<file path="config.mk">
export PLATFORM = sky130hd
export DESIGN_NAME = port_pin_ctrl
export DESIGN_NICKNAME = d
export VERILOG_FILES = /design/src/design/port_pkg.sv /design/src/design/pin_sync.sv /design/src/design/pad_logic.sv /design/src/design/port_pin_ctrl.sv
export SDC_FILE = /design/constraint.sdc
export NUM_CORES = 1
export LEC_CHECK = 0
export ABC_CLOCK_PERIOD_IN_PS = 2400
export BUFFER_PORTS_ARGS = -buffer_cell sky130_fd_sc_hd__buf_2
export CAP_MARGIN = 20
export CELL_PAD_IN_SITES_DETAIL_PLACEMENT = 0
export CELL_PAD_IN_SITES_GLOBAL_PLACEMENT = 2
export CORE_UTILIZATION = 35
export DETAILED_ROUTE_END_ITERATION = 8
export MAX_ROUTING_LAYER = met4
export PLACE_DENSITY = 0.81
export SLEW_MARGIN = 20
export SYNTH_ARGS = -nofsm -noshare
export SYNTH_HDL_FRONTEND = slang
export SYNTH_SLANG_ARGS = --single-unit
export TNS_END_PERCENT = 50
</file>
<file path="constraint.sdc">
create_clock -name CLK -period 2.4 [get_ports CLK]
set_input_delay 0.12 -clock CLK [delete_from_list [all_inputs] [get_ports CLK]]
set_output_delay 0.12 -clock CLK [all_outputs]
set_load 0.1 [all_outputs]
</file>
<file path="src/design/port_pkg.sv">
package port_pkg;

    localparam int NUM_PORTS = 7;
    localparam int PORT_W = 8;
    localparam int NUM_PINS = 56;
    localparam int NUM_MODEM = 7;
    localparam int SYNC_W = 63;

    // pin positions, port p bit b sits at p*8+b
    localparam int DBG_PIN = 48;
    localparam int OSC_OUT_PIN = 49;
    localparam int EXT_CLK_PIN = 50;
    localparam int STAT_ONE_PIN = 39;
    localparam int STAT_TWO_PIN = 38;
    localparam int KBI_UPPER_LO = 4;

    // pins that have a peripheral alternate function
    localparam logic [55:0] ALT_CAPABLE = 56'h07_003F_FF0F_FFFF;

    // register map, byte addresses
    localparam int ADDR_W = 8;
    localparam logic [1:0] SEL_DATA = 2'h0;
    localparam logic [1:0] SEL_DIR = 2'h1;
    localparam logic [1:0] SEL_PULL = 2'h2;
    localparam logic [7:0] CFG_ADDR = 8'h70;
    localparam logic [7:0] STATUS_ADDR = 8'h74;
    localparam logic [7:0] MODEM_DATA_ADDR = 8'h78;
    localparam logic [7:0] MODEM_DIR_ADDR = 8'h7C;

    localparam logic [1:0] RESP_OKAY = 2'h0;
    localparam logic [1:0] RESP_SLVERR = 2'h2;

    // reset values
    localparam logic [7:0] PORT_RST = 8'h00;
    localparam logic [6:0] MODEM_RST = 7'h00;
    localparam logic [62:0] SYNC_RST = 63'h0001_0000_0000_0000;

    // debug link timing: bit time in debug clock cycles, debug clock = bus clock
    localparam int BDC_CYCLES_PER_BIT = 16;
    localparam int BDC_CLK_DIV = 1;
    localparam logic [4:0] BIT_CYCLES = 5'(BDC_CYCLES_PER_BIT * BDC_CLK_DIV);
    localparam logic [2:0] STRAP_SETTLE_CYCLES = 3'h5;

    typedef struct packed {
        logic [3:0] kbi_rise;
        logic [3:0] kbi_en;
        logic irq_pull_en;
        logic irq_rising;
        logic irq_en;
        logic dbg_gpio;
        logic modem_clock_output_ext;
        logic oscillator_output_pin;
    } cfg_t;

    localparam cfg_t CFG_RST = cfg_t'(14'h0000);

    typedef struct packed {
        logic out;
        logic oe;
        logic pull_up;
        logic pull_dn;
    } pad_t;

    localparam pad_t PAD_RST = pad_t'(4'h0);

endpackage

</file>
<file path="src/design/pin_sync.sv">
`timescale 1ns/1ps
module pin_sync #(
    parameter int W = 1,
    parameter logic [W-1:0] RST_VAL = '0
) (
    input wire logic clk,
    input wire logic reset_n,
    input wire logic ce,
    input wire logic [W-1:0] async_in,
    output logic [W-1:0] stable_q
);
    logic [W-1:0] s1_q;
    logic [W-1:0] s2_q;
    logic [W-1:0] s3_q;

    // three stages; a change counts once stage two and three agree
    genvar i;
    for (i = 0; i < W; i++) begin : g_bit
        always_ff @(posedge clk or negedge reset_n) begin
            if (!reset_n) begin
                s1_q[i] <= RST_VAL[i];
                s2_q[i] <= RST_VAL[i];
                s3_q[i] <= RST_VAL[i];
                stable_q[i] <= RST_VAL[i];
            end else if (ce) begin
                s1_q[i] <= async_in[i];
                s2_q[i] <= s1_q[i];
                s3_q[i] <= s2_q[i];
                if (s2_q[i] == s3_q[i]) begin
                    stable_q[i] <= s3_q[i];
                end
            end
        end
    end
endmodule // pin_sync

</file>
<file path="src/design/pad_logic.sv">
`timescale 1ns/1ps
module pad_logic (
    input wire logic dir,
    input wire logic data,
    input wire logic pull_en,
    input wire logic owned,
    input wire logic p_oe,
    input wire logic p_out,
    input wire logic pull_down,
    input wire logic blocked,
    input wire logic out_only,
    output port_pkg::pad_t pad
);
    import port_pkg::*;

    logic oe;
    logic as_input;

    // peripheral steers the buffer when it owns the pin
    assign oe = blocked ? 1'b0 : (owned ? p_oe : (out_only | dir));
    // a pull only on a real input, never on a direction-bit output
    assign as_input = !oe && !blocked && !(dir && !owned);
    assign pad.out = owned ? p_out : data;
    assign pad.oe = oe;
    assign pad.pull_up = pull_en && as_input && !pull_down;
    assign pad.pull_dn = pull_en && as_input && pull_down;
endmodule // pad_logic

</file>
<file path="src/design/port_pin_ctrl.sv">
// The implementer's own choices: the AXI4-Lite register port and the address map.
`timescale 1ns/1ps
module port_pin_ctrl (
    input wire logic CLK,
    input wire logic RESET_N,
    input wire logic CE,
    // AXI4-Lite slave
    input wire logic [port_pkg::ADDR_W-1:0] S_AXI_AWADDR,
    input wire logic S_AXI_AWVALID,
    output logic S_AXI_AWREADY,
    input wire logic [31:0] S_AXI_WDATA,
    input wire logic [3:0] S_AXI_WSTRB,
    input wire logic S_AXI_WVALID,
    output logic S_AXI_WREADY,
    output logic [1:0] S_AXI_BRESP,
    output logic S_AXI_BVALID,
    input wire logic S_AXI_BREADY,
    input wire logic [port_pkg::ADDR_W-1:0] S_AXI_ARADDR,
    input wire logic S_AXI_ARVALID,
    output logic S_AXI_ARREADY,
    output logic [31:0] S_AXI_RDATA,
    output logic [1:0] S_AXI_RRESP,
    output logic S_AXI_RVALID,
    input wire logic S_AXI_RREADY,
    // port pads
    input wire logic [port_pkg::NUM_PINS-1:0] PIN_IN,
    output port_pkg::pad_t [port_pkg::NUM_PINS-1:0] PAD,
    // peripherals
    input wire logic [port_pkg::NUM_PINS-1:0] PERIPH_OWN,
    input wire logic [port_pkg::NUM_PINS-1:0] PERIPH_OE,
    input wire logic [port_pkg::NUM_PINS-1:0] PERIPH_OUT,
    output logic [port_pkg::NUM_PINS-1:0] PERIPH_IN,
    // modem lines
    input wire logic [port_pkg::NUM_MODEM-1:0] MODEM_PIN_IN,
    output logic [port_pkg::NUM_MODEM-1:0] MODEM_PAD_OUT,
    output logic [port_pkg::NUM_MODEM-1:0] MODEM_PAD_OE,
    // external interrupt pin pulls
    output logic IRQ_PULL_UP,
    output logic IRQ_PULL_DN,
    // debug
    output logic ACTIVE_BKGD_MODE,
    output logic BDC_BIT_START,
    output logic BDC_BIT_END
);
    import port_pkg::*;

    // ---------------- register state ----------------
    logic [PORT_W-1:0] data_q [NUM_PORTS];
    logic [PORT_W-1:0] dir_q [NUM_PORTS];
    logic [PORT_W-1:0] pull_q [NUM_PORTS];
    cfg_t cfg_q;
    logic [NUM_MODEM-1:0] mdata_q;
    logic [NUM_MODEM-1:0] mdir_q;

    // ---------------- bus slave state ----------------
    logic awready_q;
    logic wready_q;
    logic aw_have_q;
    logic w_have_q;
    logic [ADDR_W-1:0] awaddr_q;
    logic [13:0] wdata_q;
    logic wstrb0_q;
    logic bvalid_q;
    logic [1:0] bresp_q;
    logic arready_q;
    logic rvalid_q;
    logic [31:0] rdata_q;
    logic [1:0] rresp_q;

    // ---------------- debug state ----------------
    logic [2:0] strap_cnt_q;
    logic bkgd_q;
    logic bit_busy_q;
    logic [4:0] bit_cnt_q;
    logic dbg_prev_q;
    logic bit_start_q;
    logic bit_end_q;

    // ---------------- synchronised inputs ----------------
    logic [SYNC_W-1:0] sync_q;
    logic [NUM_PINS-1:0] pin_s;
    logic [NUM_MODEM-1:0] modem_s;

    // all outside levels pass one three-stage filter
    pin_sync #(.W(SYNC_W), .RST_VAL(SYNC_RST)) u_sync (
        .clk(CLK),
        .reset_n(RESET_N),
        .ce(CE),
        .async_in({MODEM_PIN_IN, PIN_IN}),
        .stable_q(sync_q)
    );
    assign pin_s = sync_q[NUM_PINS-1:0];
    assign modem_s = sync_q[SYNC_W-1:NUM_PINS];

    // ---------------- modem status lines into port E ----------------
    logic line_one;
    logic line_two;
    assign line_one = mdir_q[0] ? mdata_q[0] : modem_s[0];
    assign line_two = mdir_q[1] ? mdata_q[1] : modem_s[1];

    // pin level seen by the port: E7/E6 carry the modem status lines
    logic [NUM_PINS-1:0] pin_lvl;
    always_comb begin
        pin_lvl = pin_s;
        pin_lvl[STAT_ONE_PIN] = line_one;
        pin_lvl[STAT_TWO_PIN] = line_two;
    end

    // ---------------- flattened control vectors ----------------
    logic [NUM_PINS-1:0] dir_v;
    logic [NUM_PINS-1:0] data_v;
    logic [NUM_PINS-1:0] pull_v;
    logic [NUM_PINS-1:0] owned_v;
    logic [NUM_PINS-1:0] blocked_v;
    logic [NUM_PINS-1:0] pulldn_v;
    logic [NUM_PINS-1:0] outonly_v;
    logic [NUM_PINS-1:0] read_v;
    pad_t [NUM_PINS-1:0] pad_d;

    genvar p;
    genvar b;
    for (p = 0; p < NUM_PORTS; p++) begin : g_port
        for (b = 0; b < PORT_W; b++) begin : g_bit
            localparam int N = p * PORT_W + b;
            logic is_dbg;
            logic is_kbi_up;
            assign is_dbg = (N == DBG_PIN);
            assign is_kbi_up = (p == 0) && (b >= KBI_UPPER_LO);
            assign dir_v[N] = dir_q[p][b];
            assign data_v[N] = data_q[p][b];
            // debug role keeps its internal pull-up on
            assign pull_v[N] = is_dbg ? (!cfg_q.dbg_gpio || pull_q[p][b]) : pull_q[p][b];
            // debug controller owns the pin unless it is a port bit
            assign owned_v[N] = is_dbg ? !cfg_q.dbg_gpio
                                       : (PERIPH_OWN[N] && ALT_CAPABLE[N]);
            // both oscillator pins lost to a crystal, the clock input pin also to the modem clock; E7/E6 lost when their modem line is an output
            assign blocked_v[N] = ((N == OSC_OUT_PIN) && cfg_q.oscillator_output_pin)
                               || ((N == EXT_CLK_PIN) && (cfg_q.oscillator_output_pin || cfg_q.modem_clock_output_ext))
                               || ((N == STAT_ONE_PIN) && mdir_q[0])
                               || ((N == STAT_TWO_PIN) && mdir_q[1]);
            if (p == 0 && b >= KBI_UPPER_LO) begin : g_kbi
                assign pulldn_v[N] = is_kbi_up && cfg_q.kbi_en[b-KBI_UPPER_LO]
                                     && cfg_q.kbi_rise[b-KBI_UPPER_LO];
            end else begin : g_nokbi
                assign pulldn_v[N] = 1'b0;
            end
            assign outonly_v[N] = is_dbg && cfg_q.dbg_gpio;
            // direction bit picks latch or pin even under a peripheral; E7/E6 still read the line
            assign read_v[N] = (blocked_v[N] && N >= OSC_OUT_PIN) ? 1'b0
                             : (dir_v[N] || outonly_v[N]) ? data_v[N] : pin_lvl[N];
            pad_logic u_pad (
                .dir(dir_v[N]),
                .data(data_v[N]),
                .pull_en(pull_v[N]),
                .owned(owned_v[N]),
                .p_oe(PERIPH_OE[N]),
                .p_out(PERIPH_OUT[N]),
                .pull_down(pulldn_v[N]),
                .blocked(blocked_v[N]),
                .out_only(outonly_v[N]),
                .pad(pad_d[N])
            );
        end
    end

    // ---------------- write channel ----------------
    wire aw_fire = S_AXI_AWVALID && awready_q;
    wire w_fire = S_AXI_WVALID && wready_q;
    wire wr_go = aw_have_q && w_have_q && !bvalid_q;
    wire aw_have_d = wr_go ? 1'b0 : (aw_have_q || aw_fire);
    wire w_have_d = wr_go ? 1'b0 : (w_have_q || w_fire);
    wire bvalid_d = wr_go || (bvalid_q && !S_AXI_BREADY);

    // write decode
    wire [3:0] wport = awaddr_q[7:4];
    wire [1:0] wsel = awaddr_q[3:2];
    wire w_port_hit = (wport < 4'(NUM_PORTS)) && (wsel != 2'h3);
    wire w_cfg = (awaddr_q == CFG_ADDR);
    wire w_mdata = (awaddr_q == MODEM_DATA_ADDR);
    wire w_mdir = (awaddr_q == MODEM_DIR_ADDR);
    wire w_stat = (awaddr_q == STATUS_ADDR);
    wire w_hit = w_port_hit || w_cfg || w_mdata || w_mdir || w_stat;
    wire w_en = wr_go && wstrb0_q;

    // address and data may arrive in either order; each is held until used
    always_ff @(posedge CLK or negedge RESET_N) begin
        if (!RESET_N) begin
            aw_have_q <= 1'b0;
            w_have_q <= 1'b0;
            awready_q <= 1'b1;
            wready_q <= 1'b1;
            awaddr_q <= '0;
            wdata_q <= '0;
            wstrb0_q <= 1'b0;
            bvalid_q <= 1'b0;
            bresp_q <= RESP_OKAY;
        end else if (CE) begin
            aw_have_q <= aw_have_d;
            w_have_q <= w_have_d;
            awready_q <= !aw_have_d;
            wready_q <= !w_have_d;
            if (aw_fire) awaddr_q <= S_AXI_AWADDR;
            if (w_fire) wdata_q <= S_AXI_WDATA[13:0];
            if (w_fire) wstrb0_q <= S_AXI_WSTRB[0];
            bvalid_q <= bvalid_d;
            if (wr_go) bresp_q <= w_hit ? RESP_OKAY : RESP_SLVERR;
        end
    end

    // register file; all directions and pulls clear at reset
    for (p = 0; p < NUM_PORTS; p++) begin : g_regs
        always_ff @(posedge CLK or negedge RESET_N) begin
            if (!RESET_N) begin
                data_q[p] <= PORT_RST;
                dir_q[p] <= PORT_RST;
                pull_q[p] <= PORT_RST;
            end else if (CE && w_en && w_port_hit && wport == 4'(p)) begin
                if (wsel == SEL_DATA) data_q[p] <= wdata_q[7:0];
                if (wsel == SEL_DIR) dir_q[p] <= wdata_q[7:0];
                if (wsel == SEL_PULL) pull_q[p] <= wdata_q[7:0];
            end
        end
    end

    // configuration and modem line registers; modem lines start as inputs
    always_ff @(posedge CLK or negedge RESET_N) begin
        if (!RESET_N) begin
            cfg_q <= CFG_RST;
            mdata_q <= MODEM_RST;
            mdir_q <= MODEM_RST;
        end else if (CE && w_en) begin
            if (w_cfg) cfg_q <= cfg_t'(wdata_q);
            if (w_mdata) mdata_q <= wdata_q[6:0];
            if (w_mdir) mdir_q <= wdata_q[6:0];
        end
    end

    // ---------------- read channel ----------------
    wire ar_fire = S_AXI_ARVALID && arready_q;
    wire rvalid_d = ar_fire || (rvalid_q && !S_AXI_RREADY);
    wire [3:0] rport = S_AXI_ARADDR[7:4];
    wire [1:0] rsel = S_AXI_ARADDR[3:2];
    wire r_port_hit = (rport < 4'(NUM_PORTS)) && (rsel != 2'h3);
    wire [2:0] rp = rport[2:0];
    wire [7:0] r_port_val = (rsel == SEL_DATA) ? read_v[rp*PORT_W +: PORT_W]
                          : (rsel == SEL_DIR) ? dir_q[rp] : pull_q[rp];
    wire [31:0] status_val = {28'h0000000, line_two, line_one, pin_s[DBG_PIN], bkgd_q};
    wire r_cfg = (S_AXI_ARADDR == CFG_ADDR);
    wire r_stat = (S_AXI_ARADDR == STATUS_ADDR);
    wire r_mdata = (S_AXI_ARADDR == MODEM_DATA_ADDR);
    wire r_mdir = (S_AXI_ARADDR == MODEM_DIR_ADDR);
    wire r_hit = r_port_hit || r_cfg || r_stat || r_mdata || r_mdir;
    // modem data read follows the same latch-or-pin choice as the ports
    wire [6:0] mread = (mdir_q & mdata_q) | (~mdir_q & modem_s);
    wire [31:0] r_val = r_port_hit ? {24'h000000, r_port_val}
                      : r_cfg ? {18'h00000, cfg_q}
                      : r_stat ? status_val
                      : r_mdata ? {25'h0000000, mread}
                      : r_mdir ? {25'h0000000, mdir_q} : 32'h00000000;

    // one read in flight; address ready drops until the data is taken
    always_ff @(posedge CLK or negedge RESET_N) begin
        if (!RESET_N) begin
            arready_q <= 1'b1;
            rvalid_q <= 1'b0;
            rdata_q <= 32'h00000000;
            rresp_q <= RESP_OKAY;
        end else if (CE) begin
            arready_q <= !rvalid_d;
            rvalid_q <= rvalid_d;
            if (ar_fire) rdata_q <= r_val;
            if (ar_fire) rresp_q <= r_hit ? RESP_OKAY : RESP_SLVERR;
        end
    end

    // ---------------- mode strap ----------------
    // level sampled only after the filter has filled following release
    wire strap_done = (strap_cnt_q == STRAP_SETTLE_CYCLES);
    always_ff @(posedge CLK or negedge RESET_N) begin
        if (!RESET_N) begin
            strap_cnt_q <= 3'h0;
            bkgd_q <= 1'b0;
        end else if (CE && !strap_done) begin
            strap_cnt_q <= strap_cnt_q + 3'h1;
            if (strap_cnt_q == STRAP_SETTLE_CYCLES - 3'h1) begin
                bkgd_q <= !pin_s[DBG_PIN];
            end
        end
    end

    // ---------------- debug bit timer ----------------
    // debug clock equals bus clock here, the fastest case allowed
    wire dbg_fall = dbg_prev_q && !pin_s[DBG_PIN] && !cfg_q.dbg_gpio && strap_done;
    wire bit_last = bit_busy_q && (bit_cnt_q == BIT_CYCLES - 5'h01);
    always_ff @(posedge CLK or negedge RESET_N) begin
        if (!RESET_N) begin
            dbg_prev_q <= 1'b1;
            bit_busy_q <= 1'b0;
            bit_cnt_q <= 5'h00;
            bit_start_q <= 1'b0;
            bit_end_q <= 1'b0;
        end else if (CE) begin
            dbg_prev_q <= pin_s[DBG_PIN];
            bit_start_q <= dbg_fall && !bit_busy_q;
            bit_end_q <= bit_last;
            if (dbg_fall && !bit_busy_q) begin
                bit_busy_q <= 1'b1;
                bit_cnt_q <= 5'h00;
            end else if (bit_last) begin
                bit_busy_q <= 1'b0;
            end else if (bit_busy_q) begin
                bit_cnt_q <= bit_cnt_q + 5'h01;
            end
        end
    end

    // ---------------- registered pad and side outputs ----------------
    // external interrupt pull flips to pull-down for rising edges
    wire irq_pull = cfg_q.irq_en && cfg_q.irq_pull_en;
    always_ff @(posedge CLK or negedge RESET_N) begin
        if (!RESET_N) begin
            PAD <= {NUM_PINS{PAD_RST}};
            PERIPH_IN <= '0;
            MODEM_PAD_OUT <= MODEM_RST;
            MODEM_PAD_OE <= MODEM_RST;
            IRQ_PULL_UP <= 1'b0;
            IRQ_PULL_DN <= 1'b0;
        end else if (CE) begin
            PAD <= pad_d;
            PERIPH_IN <= pin_lvl;
            MODEM_PAD_OUT <= mdata_q;
            MODEM_PAD_OE <= mdir_q;
            IRQ_PULL_UP <= irq_pull && !cfg_q.irq_rising;
            IRQ_PULL_DN <= irq_pull && cfg_q.irq_rising;
        end
    end

    assign S_AXI_AWREADY = awready_q;
    assign S_AXI_WREADY = wready_q;
    assign S_AXI_BVALID = bvalid_q;
    assign S_AXI_BRESP = bresp_q;
    assign S_AXI_ARREADY = arready_q;
    assign S_AXI_RVALID = rvalid_q;
    assign S_AXI_RDATA = rdata_q;
    assign S_AXI_RRESP = rresp_q;
    assign ACTIVE_BKGD_MODE = bkgd_q;
    assign BDC_BIT_START = bit_start_q;
    assign BDC_BIT_END = bit_end_q;
endmodule // port_pin_ctrl

</file>
==> impl_metrics.json, run 1 <==
{
  "status": "completed",
  "global_route.usage.met3": 0.0433,
  "grtUsageMet2": 0.362,
  "wl_per_cell_um": 22.8,
  "grt_overflow": 0,
  "detailedRoute.firstIterationViolations": 1422,
  "worst_ep_arrival_time_ns": 2.72,
  "synthCells": 2526,
  "clock.fmax_mhz": 452,
  "clock_sinks": 743,
  "initial_antenna_violation_count": 11,
  "clk_latency_ns": 0.65,
  "syn_area_per_cell_um2": 12.7,
  "grt_use_total": 0.228,
  "total_leakage_power_uw": 0.0196,
  "synth.yosys.seq_area_share": 0.578,
  "grt_start_max_net_pins": 132,
  "required_ns": 2.91,
  "regArea_mm2": 0.0186,
  "layout_min_cycle_time_ns": 2.21,
  "ys_ff_latch": 743,
  "drcViolationCount": 0,
  "synth_warnings": 0,
  "ffs_w_async_s_r_synth": 1.00,
  "area_growth_pct": 29.8,
  "clk_pin_slew_ns": 0.06,
  "powerDensity_mw_per_mm2": 1030,
  "first_pass_iteration_count_of_the_detailed_router": 5,
  "drt-vias-per-instance": 5.06,
  "fin_nets": 3606,
  "detail_placement_hpwl_um": 77000,
  "setup.worst_path.class": "reg -> reg",
  "holdWs_ns": 0.0417,
  "ys_dominant_reg_cell": "dfrtp_1",
  "total_power_uw": 42900,
  "synth_edf_count": 0,
  "die_h_um": 305,
  "routed_wirelength_um": 104000,
  "dieArea_mm2": 0.0931,
  "cts-buffers-inserted": 86,
  "skew_ns": 0.0259,
  "reg2reg_depth": 7,
  "library_cell_used_as_clock_root_buffer": "clkbuf_16",
  "fp.dieW_um": 305,
  "postCtsSetupBuffers": 0,
  "rsz_0062_raised_after_global_routing": "no",
  "timing.final.setup_violations": 0,
  "mappedNetlistArea_mm2": 0.0322,
  "synth.lib_cells_used.distinct": 61,
  "report.final.hold_viol_count": 0,
  "fp.coreArea_mm2": 0.0906,
  "cap_viol_max_count": 0,
  "grt_pass1_wl_um": 154000,
  "total_via_count_after_detailed_routing": 23080,
  "layout_worst_path_cycle_share": 0.921,
  "first_global_vias": 23623,
  "layout-drive-gt1-share": 0.387,
  "busiest_layer": "met2",
  "post_cts_resized": 0,
  "place_congestion": 0.891,
  "antenna_violating_nets_post_route": 0,
  "worstPathMaxFanout": 7,
  "ioPinCount": 631,
  "tritoncts_clock_tree": "done",
  "crit_path_end_kind": "register",
  "max-slew-margin-rel": 0.265,
  "h_tree_levels": 3,
  "holdPathStages": 3,
  "clock_tree.buffer_depth": 3,
  "worst_voltage_drop_across_the_vdd_grid_mv": 0.627,
  "met1_usage": 0.295,
  "critPathLaunchType": "register",
  "worst-slew-pin-transition_ns": 1.10,
  "count_of_buffers_from_port_buffering": 477,
  "filler_cell_count": 8278,
  "hold_path_class": "in -> reg",
  "start_util": 0.355,
  "std_cell_rows": 110,
  "final.setup.tns_ns": 0,
  "multi_input_comb_area_mm2": 0.0125,
  "slew_viol_final": 0
}
cell families after synthesis:
kind of cell,share of synthesized area
AO/OA/AOI/OAI,0.0727
XOR/XNOR,0.000272
adder cells (fa/ha/maj),0.00195
buffers and inverters,0.0425
flip-flops,0.578
multiplexers,0.238
other,0.000117
AND/OR/NAND/NOR,0.0656
layout make-up:
type                    instances  area share
clock inverters                33      0.0117
multi-input cells            1573       0.298
well taps                    1176      0.0352
diodes                         10    0.000599
repair buffers                824       0.140
inverters                      82     0.00737
clock buffers                 124      0.0613
flip-flops and latches        743       0.446
critical path, stage by stage, from the launching register on:
cell     delay [ns]
dfrtp_1        0.39
and2b_1        0.30
nor4b_1        0.37
nand3_1        0.21
buf_4          0.20
nor2_2         0.13
buf_12         0.15
mux2_2         0.34
cell usage in the layout, fill, tap and decap left out, drive strengths merged, types with 16 or more instances in the layout:
master       instances
clkbuf             124
nand2               47
nor2               177
a21oi              223
dfrtp              735
dlygate4sd3        237
buf                587
nand3               42
o21ai               95
mux2               516
inv                 86
nand2b              73
nand3b              16
conb                72
mux2i              138
clkinv              16
mux4                21
metal layers:
layer	share of wire	vias up	routed length, um
li1	-	10406	-
met1	0.43	11888	45300
met2	0.48	623	49600
met3	0.056	163	5830
met4	0.033	0	3450
met5	0	-	0
power by group:
group	switching, uW	internal (uW)	total [uW]
combinational	8890	3280	12200
sequential	2140	14600	16700
clock	5400	8610	14000
total	16400	26500	42900
Yosys cell counts, drive strengths merged (5+ instances only):
cell     number  area, um^2
o221ai        7        61.3
inv          81         304
clkbuf       84         315
nand4b        6        67.6
nor4          5        61.3
buf         115         744
mux2        516        5810
o21ai        95         475
mux4         21         473
o311ai        5        43.8
nand2b       73         457
nand3        42         210
nor3         10        97.6
ha            5        62.6
dfrtp       735       18400
nand3b       16         120
nor2        177         707
o22ai        15        93.8
a31oi         5        31.3
a211oi       14         105
mux2i       138        1380
a22o          8        70.1
a2bb2oi      10        87.6
dfstp         8         210
nand2        47         176
a21oi       223        1120
nand4         6        37.5
nor2b        11        68.8
metrics by stage:
stage	setup slack (ns)	std cells	area (um^2)	utilization
2_1_floorplan	0.145	2597	32400	-
3_3_place_gp	0.244	4160	36300	0.401
3_5_place_dp	0.207	4160	36300	0.401
4_1_cts	0.181	4555	41700	0.461
5_1_grt	0.0959	4563	41800	0.461
6_report	0.190	4565	41800	0.461
flip-flops by register name, indices dropped and copies added, names as in the netlist, 3 cells and up:
signal,cells
bit_cnt_q,5
u_sync.s1_q,61
pull_q,56
mdir_q,7
awaddr_q,8
strap_cnt_q,3
PERIPH_IN,56
MODEM_PAD_OUT,7
cfg_q,13
data_q,56
u_sync.stable_q,61
u_sync.s2_q,61
mdata_q,7
S_AXI_RDATA,14
u_sync.s3_q,61
wdata_q,14
MODEM_PAD_OE,7
PAD,172
dir_q,56
repair_timing:
item                                    4_1_cts  5_1_grt
endpoints found under the setup margin        0        0
hold buffers                                238        0
endpoints found under the hold margin       645        0
final timing paths:
check	startpoint	end	slack, ns
max	awaddr_q[7]$_DFFE_PN0P_	mdir_q[3]$_DFFE_PN0P_	0.19
min	S_AXI_ARADDR[6]	S_AXI_RDATA[7]$_DFFE_PN0P_	0.04
max reg2reg	awaddr_q[7]$_DFFE_PN0P_	mdir_q[3]$_DFFE_PN0P_	0.19
min reg2reg	u_sync.s3_q[9]$_DFFE_PN0P_	u_sync.stable_q[9]$_DFFE_PN0P_	0.49
max in group asynchronous	RESET_N	PAD[1]$_DFFE_PN0P_	1.59
min in group asynchronous	RESET_N	PERIPH_IN[3]$_DFFE_PN0P_	0.14
Power figures use the tool's default switching activity.
==> run 2, diff against run 1 <==
PLACE_DENSITY = default   (was 0.81)
PLACE_DENSITY_LB_ADDON = 0.12   (was default)
==> impl_metrics.json, run 2 (synthesis gave the netlist of run 1 again) <==
{
  "die_h_um": 305,
  "first_pass_iteration_count_of_the_detailed_router": 5,
  "ioPinCount": 631,
  "initial_antenna_violation_count": 17,
  "layout.cells.most_common": "dfrtp_1",
  "p_clk_frac": 0.316,
  "drt-vias-per-instance": 5.01,
  "skew_ns": 0.0282,
  "largest-register": "PAD",
  "largest_register_ff_count": 172,
  "dieArea_mm2": 0.0931,
  "worst_ep_arrival_time_ns": 2.75,
  "timing.final.setup_violations": 0,
  "grt_use_total": 0.237,
  "register_to_register_setup_slack_ns": 0.18,
  "library_cell_used_as_clock_root_buffer": "clkbuf_16",
  "required_ns": 2.93,
  "grt_pass1_wl_um": 158000,
  "layout-drive-gt1-share": 0.383,
  "worst_voltage_drop_across_the_vdd_grid_mv": 0.780,
  "holdPathStages": 3,
  "min_delay_endpoint": "S_AXI_RDATA[7]$_DFFE_PN0P_",
  "cpPeakStageDelay_ns": 0.39,
  "wl_per_cell_um": 23.5,
  "critPathLaunchType": "register",
  "rsz_0062_raised_after_global_routing": "no",
  "crit_path_end_kind": "register",
  "grtUsageMet2": 0.367,
  "internal_power_uw": 25800,
  "cap_viol_max_count": 0,
  "tritoncts_clock_tree": "done",
  "slew_viol_final": 0,
  "total_via_count_after_detailed_routing": 22774,
  "total_power_uw": 42300,
  "antenna_violating_nets_post_route": 0,
  "area_growth_pct": 28.9,
  "worstPathCellList": "and2b_1 > nor4b_1 > nand3_1 > nor3_2 > buf_4 > mux2_2",
  "global_route.usage.met3": 0.0465,
  "clock_tree.buffer_depth": 3,
  "critical_path.top_delay_family": "simple AND/OR/NAND/NOR gates",
  "filler_cell_count": 8395,
  "comb_power_share": 0.287,
  "drcViolationCount": 0,
  "busiest_layer": "met2",
  "clock_sinks": 743,
  "final.setup.tns_ns": 0,
  "clk_pin_slew_ns": 0.06,
  "switching_part_of_the_total_power": 0.389,
  "cts_hold_buffers": 239,
  "reg2reg_depth": 6,
  "p_seq_frac": 0.397,
  "detailedRoute.firstIterationViolations": 1373,
  "fp.coreArea_mm2": 0.0906,
  "post_cts_resized": 0,
  "finalWorstSetupSlack_ns": 0.177,
  "fp.dieW_um": 305,
  "powerDensity_mw_per_mm2": 1020,
  "start_util": 0.355,
  "clock.fmax_mhz": 450,
  "cp_slowest_cell": "dfrtp_1",
  "layout_min_cycle_time_ns": 2.22,
  "max-slew-margin-rel": 0.246,
  "hold_path_class": "in -> reg",
  "setup.worst_path.class": "reg -> reg",
  "cts-buffers-inserted": 87,
  "first_global_vias": 23531,
  "worstPathMaxFanout": 8,
  "clk_latency_ns": 0.66,
  "pre_cts_setup_slack_ns": 0.152,
  "count_of_buffers_from_port_buffering": 477,
  "critical_path.reg2reg.startpoint": "awaddr_q[7]$_DFFE_PN0P_",
  "total_leakage_power_uw": 0.0195,
  "place_congestion": 0.886,
  "fin_nets": 3593,
  "postCtsSetupBuffers": 0,
  "layout.cells.most_common_list": "dfrtp_1, mux2_2, buf_2",
  "power.switching_uw": 16500,
  "detail_placement_hpwl_um": 77100,
  "status": "completed",
  "report.final.hold_viol_count": 0,
  "h_tree_levels": 3,
  "reg2reg_end": "cfg_q[11]$_DFFE_PN0P_",
  "grt_overflow": 0,
  "routed_wirelength_um": 107000,
  "layout_worst_path_cycle_share": 0.926,
  "met1_usage": 0.314,
  "cp.buffers_inverters": 1,
  "worst_hold_startpoint": "S_AXI_ARADDR[6]",
  "worst-slew-pin-transition_ns": 1.13,
  "grt_start_max_net_pins": 172,
  "std_cell_rows": 110
}
[run 2: per-stage QoR]
stage	utilization	hold slack (ns)	area, um^2	std cells
after floorplan	-	-0.176	32400	2597
after global placement	0.399	0.0380	36200	4145
after detailed placement	0.399	0.0368	36200	4145
after CTS	0.458	0.0178	41400	4541
after global routing	0.458	0.0793	41500	4548
final	0.458	0.0751	41500	4549
[run 2: power by group through the flow]
| stage | clock, uW | combinational (uW) | sequential, uW |
|---|---|---|---|
| 4_1_cts | 13800 | 12200 | 16800 |
| 5_1_grt | 14200 | 12700 | 17100 |
| 3_3_place_gp | 0 | 11600 | 16900 |
| 3_5_place_dp | 0 | 11700 | 17000 |
| 6_report | 13300 | 12100 | 16800 |
| 2_1_floorplan | 0 | 4240 | 20700 |
[run 2: how the worst max path moves through the flow]
stage,from,end,cells past startpoint
2_1_floorplan,S_AXI_BVALID$_DFFE_PN0P_,dir_q[48]$_DFFE_PN0P_,5
3_3_place_gp,S_AXI_ARADDR[5],S_AXI_RDATA[1]$_DFFE_PN0P_,7
3_5_place_dp,S_AXI_ARADDR[5],S_AXI_RDATA[6]$_DFFE_PN0P_,7
4_1_cts,awaddr_q[6]$_DFFE_PN0P_,dir_q[10]$_DFFE_PN0P_,5
5_1_grt,awaddr_q[5]$_DFFE_PN0P_,dir_q[10]$_DFFE_PN0P_,5
6_report,awaddr_q[7]$_DFFE_PN0P_,cfg_q[11]$_DFFE_PN0P_,6
[run 2: routing by layer]
| layer | vias to the layer above | share of wire |
|---|---|---|
| li1 | 10388 | - |
| met1 | 11661 | 0.45 |
| met2 | 582 | 0.47 |
| met3 | 143 | 0.052 |
| met4 | 0 | 0.028 |
| met5 | - | 0 |
[run 2: area by class of cell]
type | count | area (um^2) | area share
tap | 1176 | 1470 | 0.0355
clock inverter | 27 | 275 | 0.00664
timing repair buffer | 810 | 5740 | 0.138
sequential | 743 | 18600 | 0.449
inverter | 82 | 308 | 0.00742
multi-input combinational | 1573 | 12500 | 0.300
antenna | 8 | 20.0 | 0.000483
clock buffer | 130 | 2590 | 0.0625
[run 2: tightest hold or removal path: stages]
cell	delay, ns
buf_2	0.24
a21oi_1	0.18
o41a_1	0.15
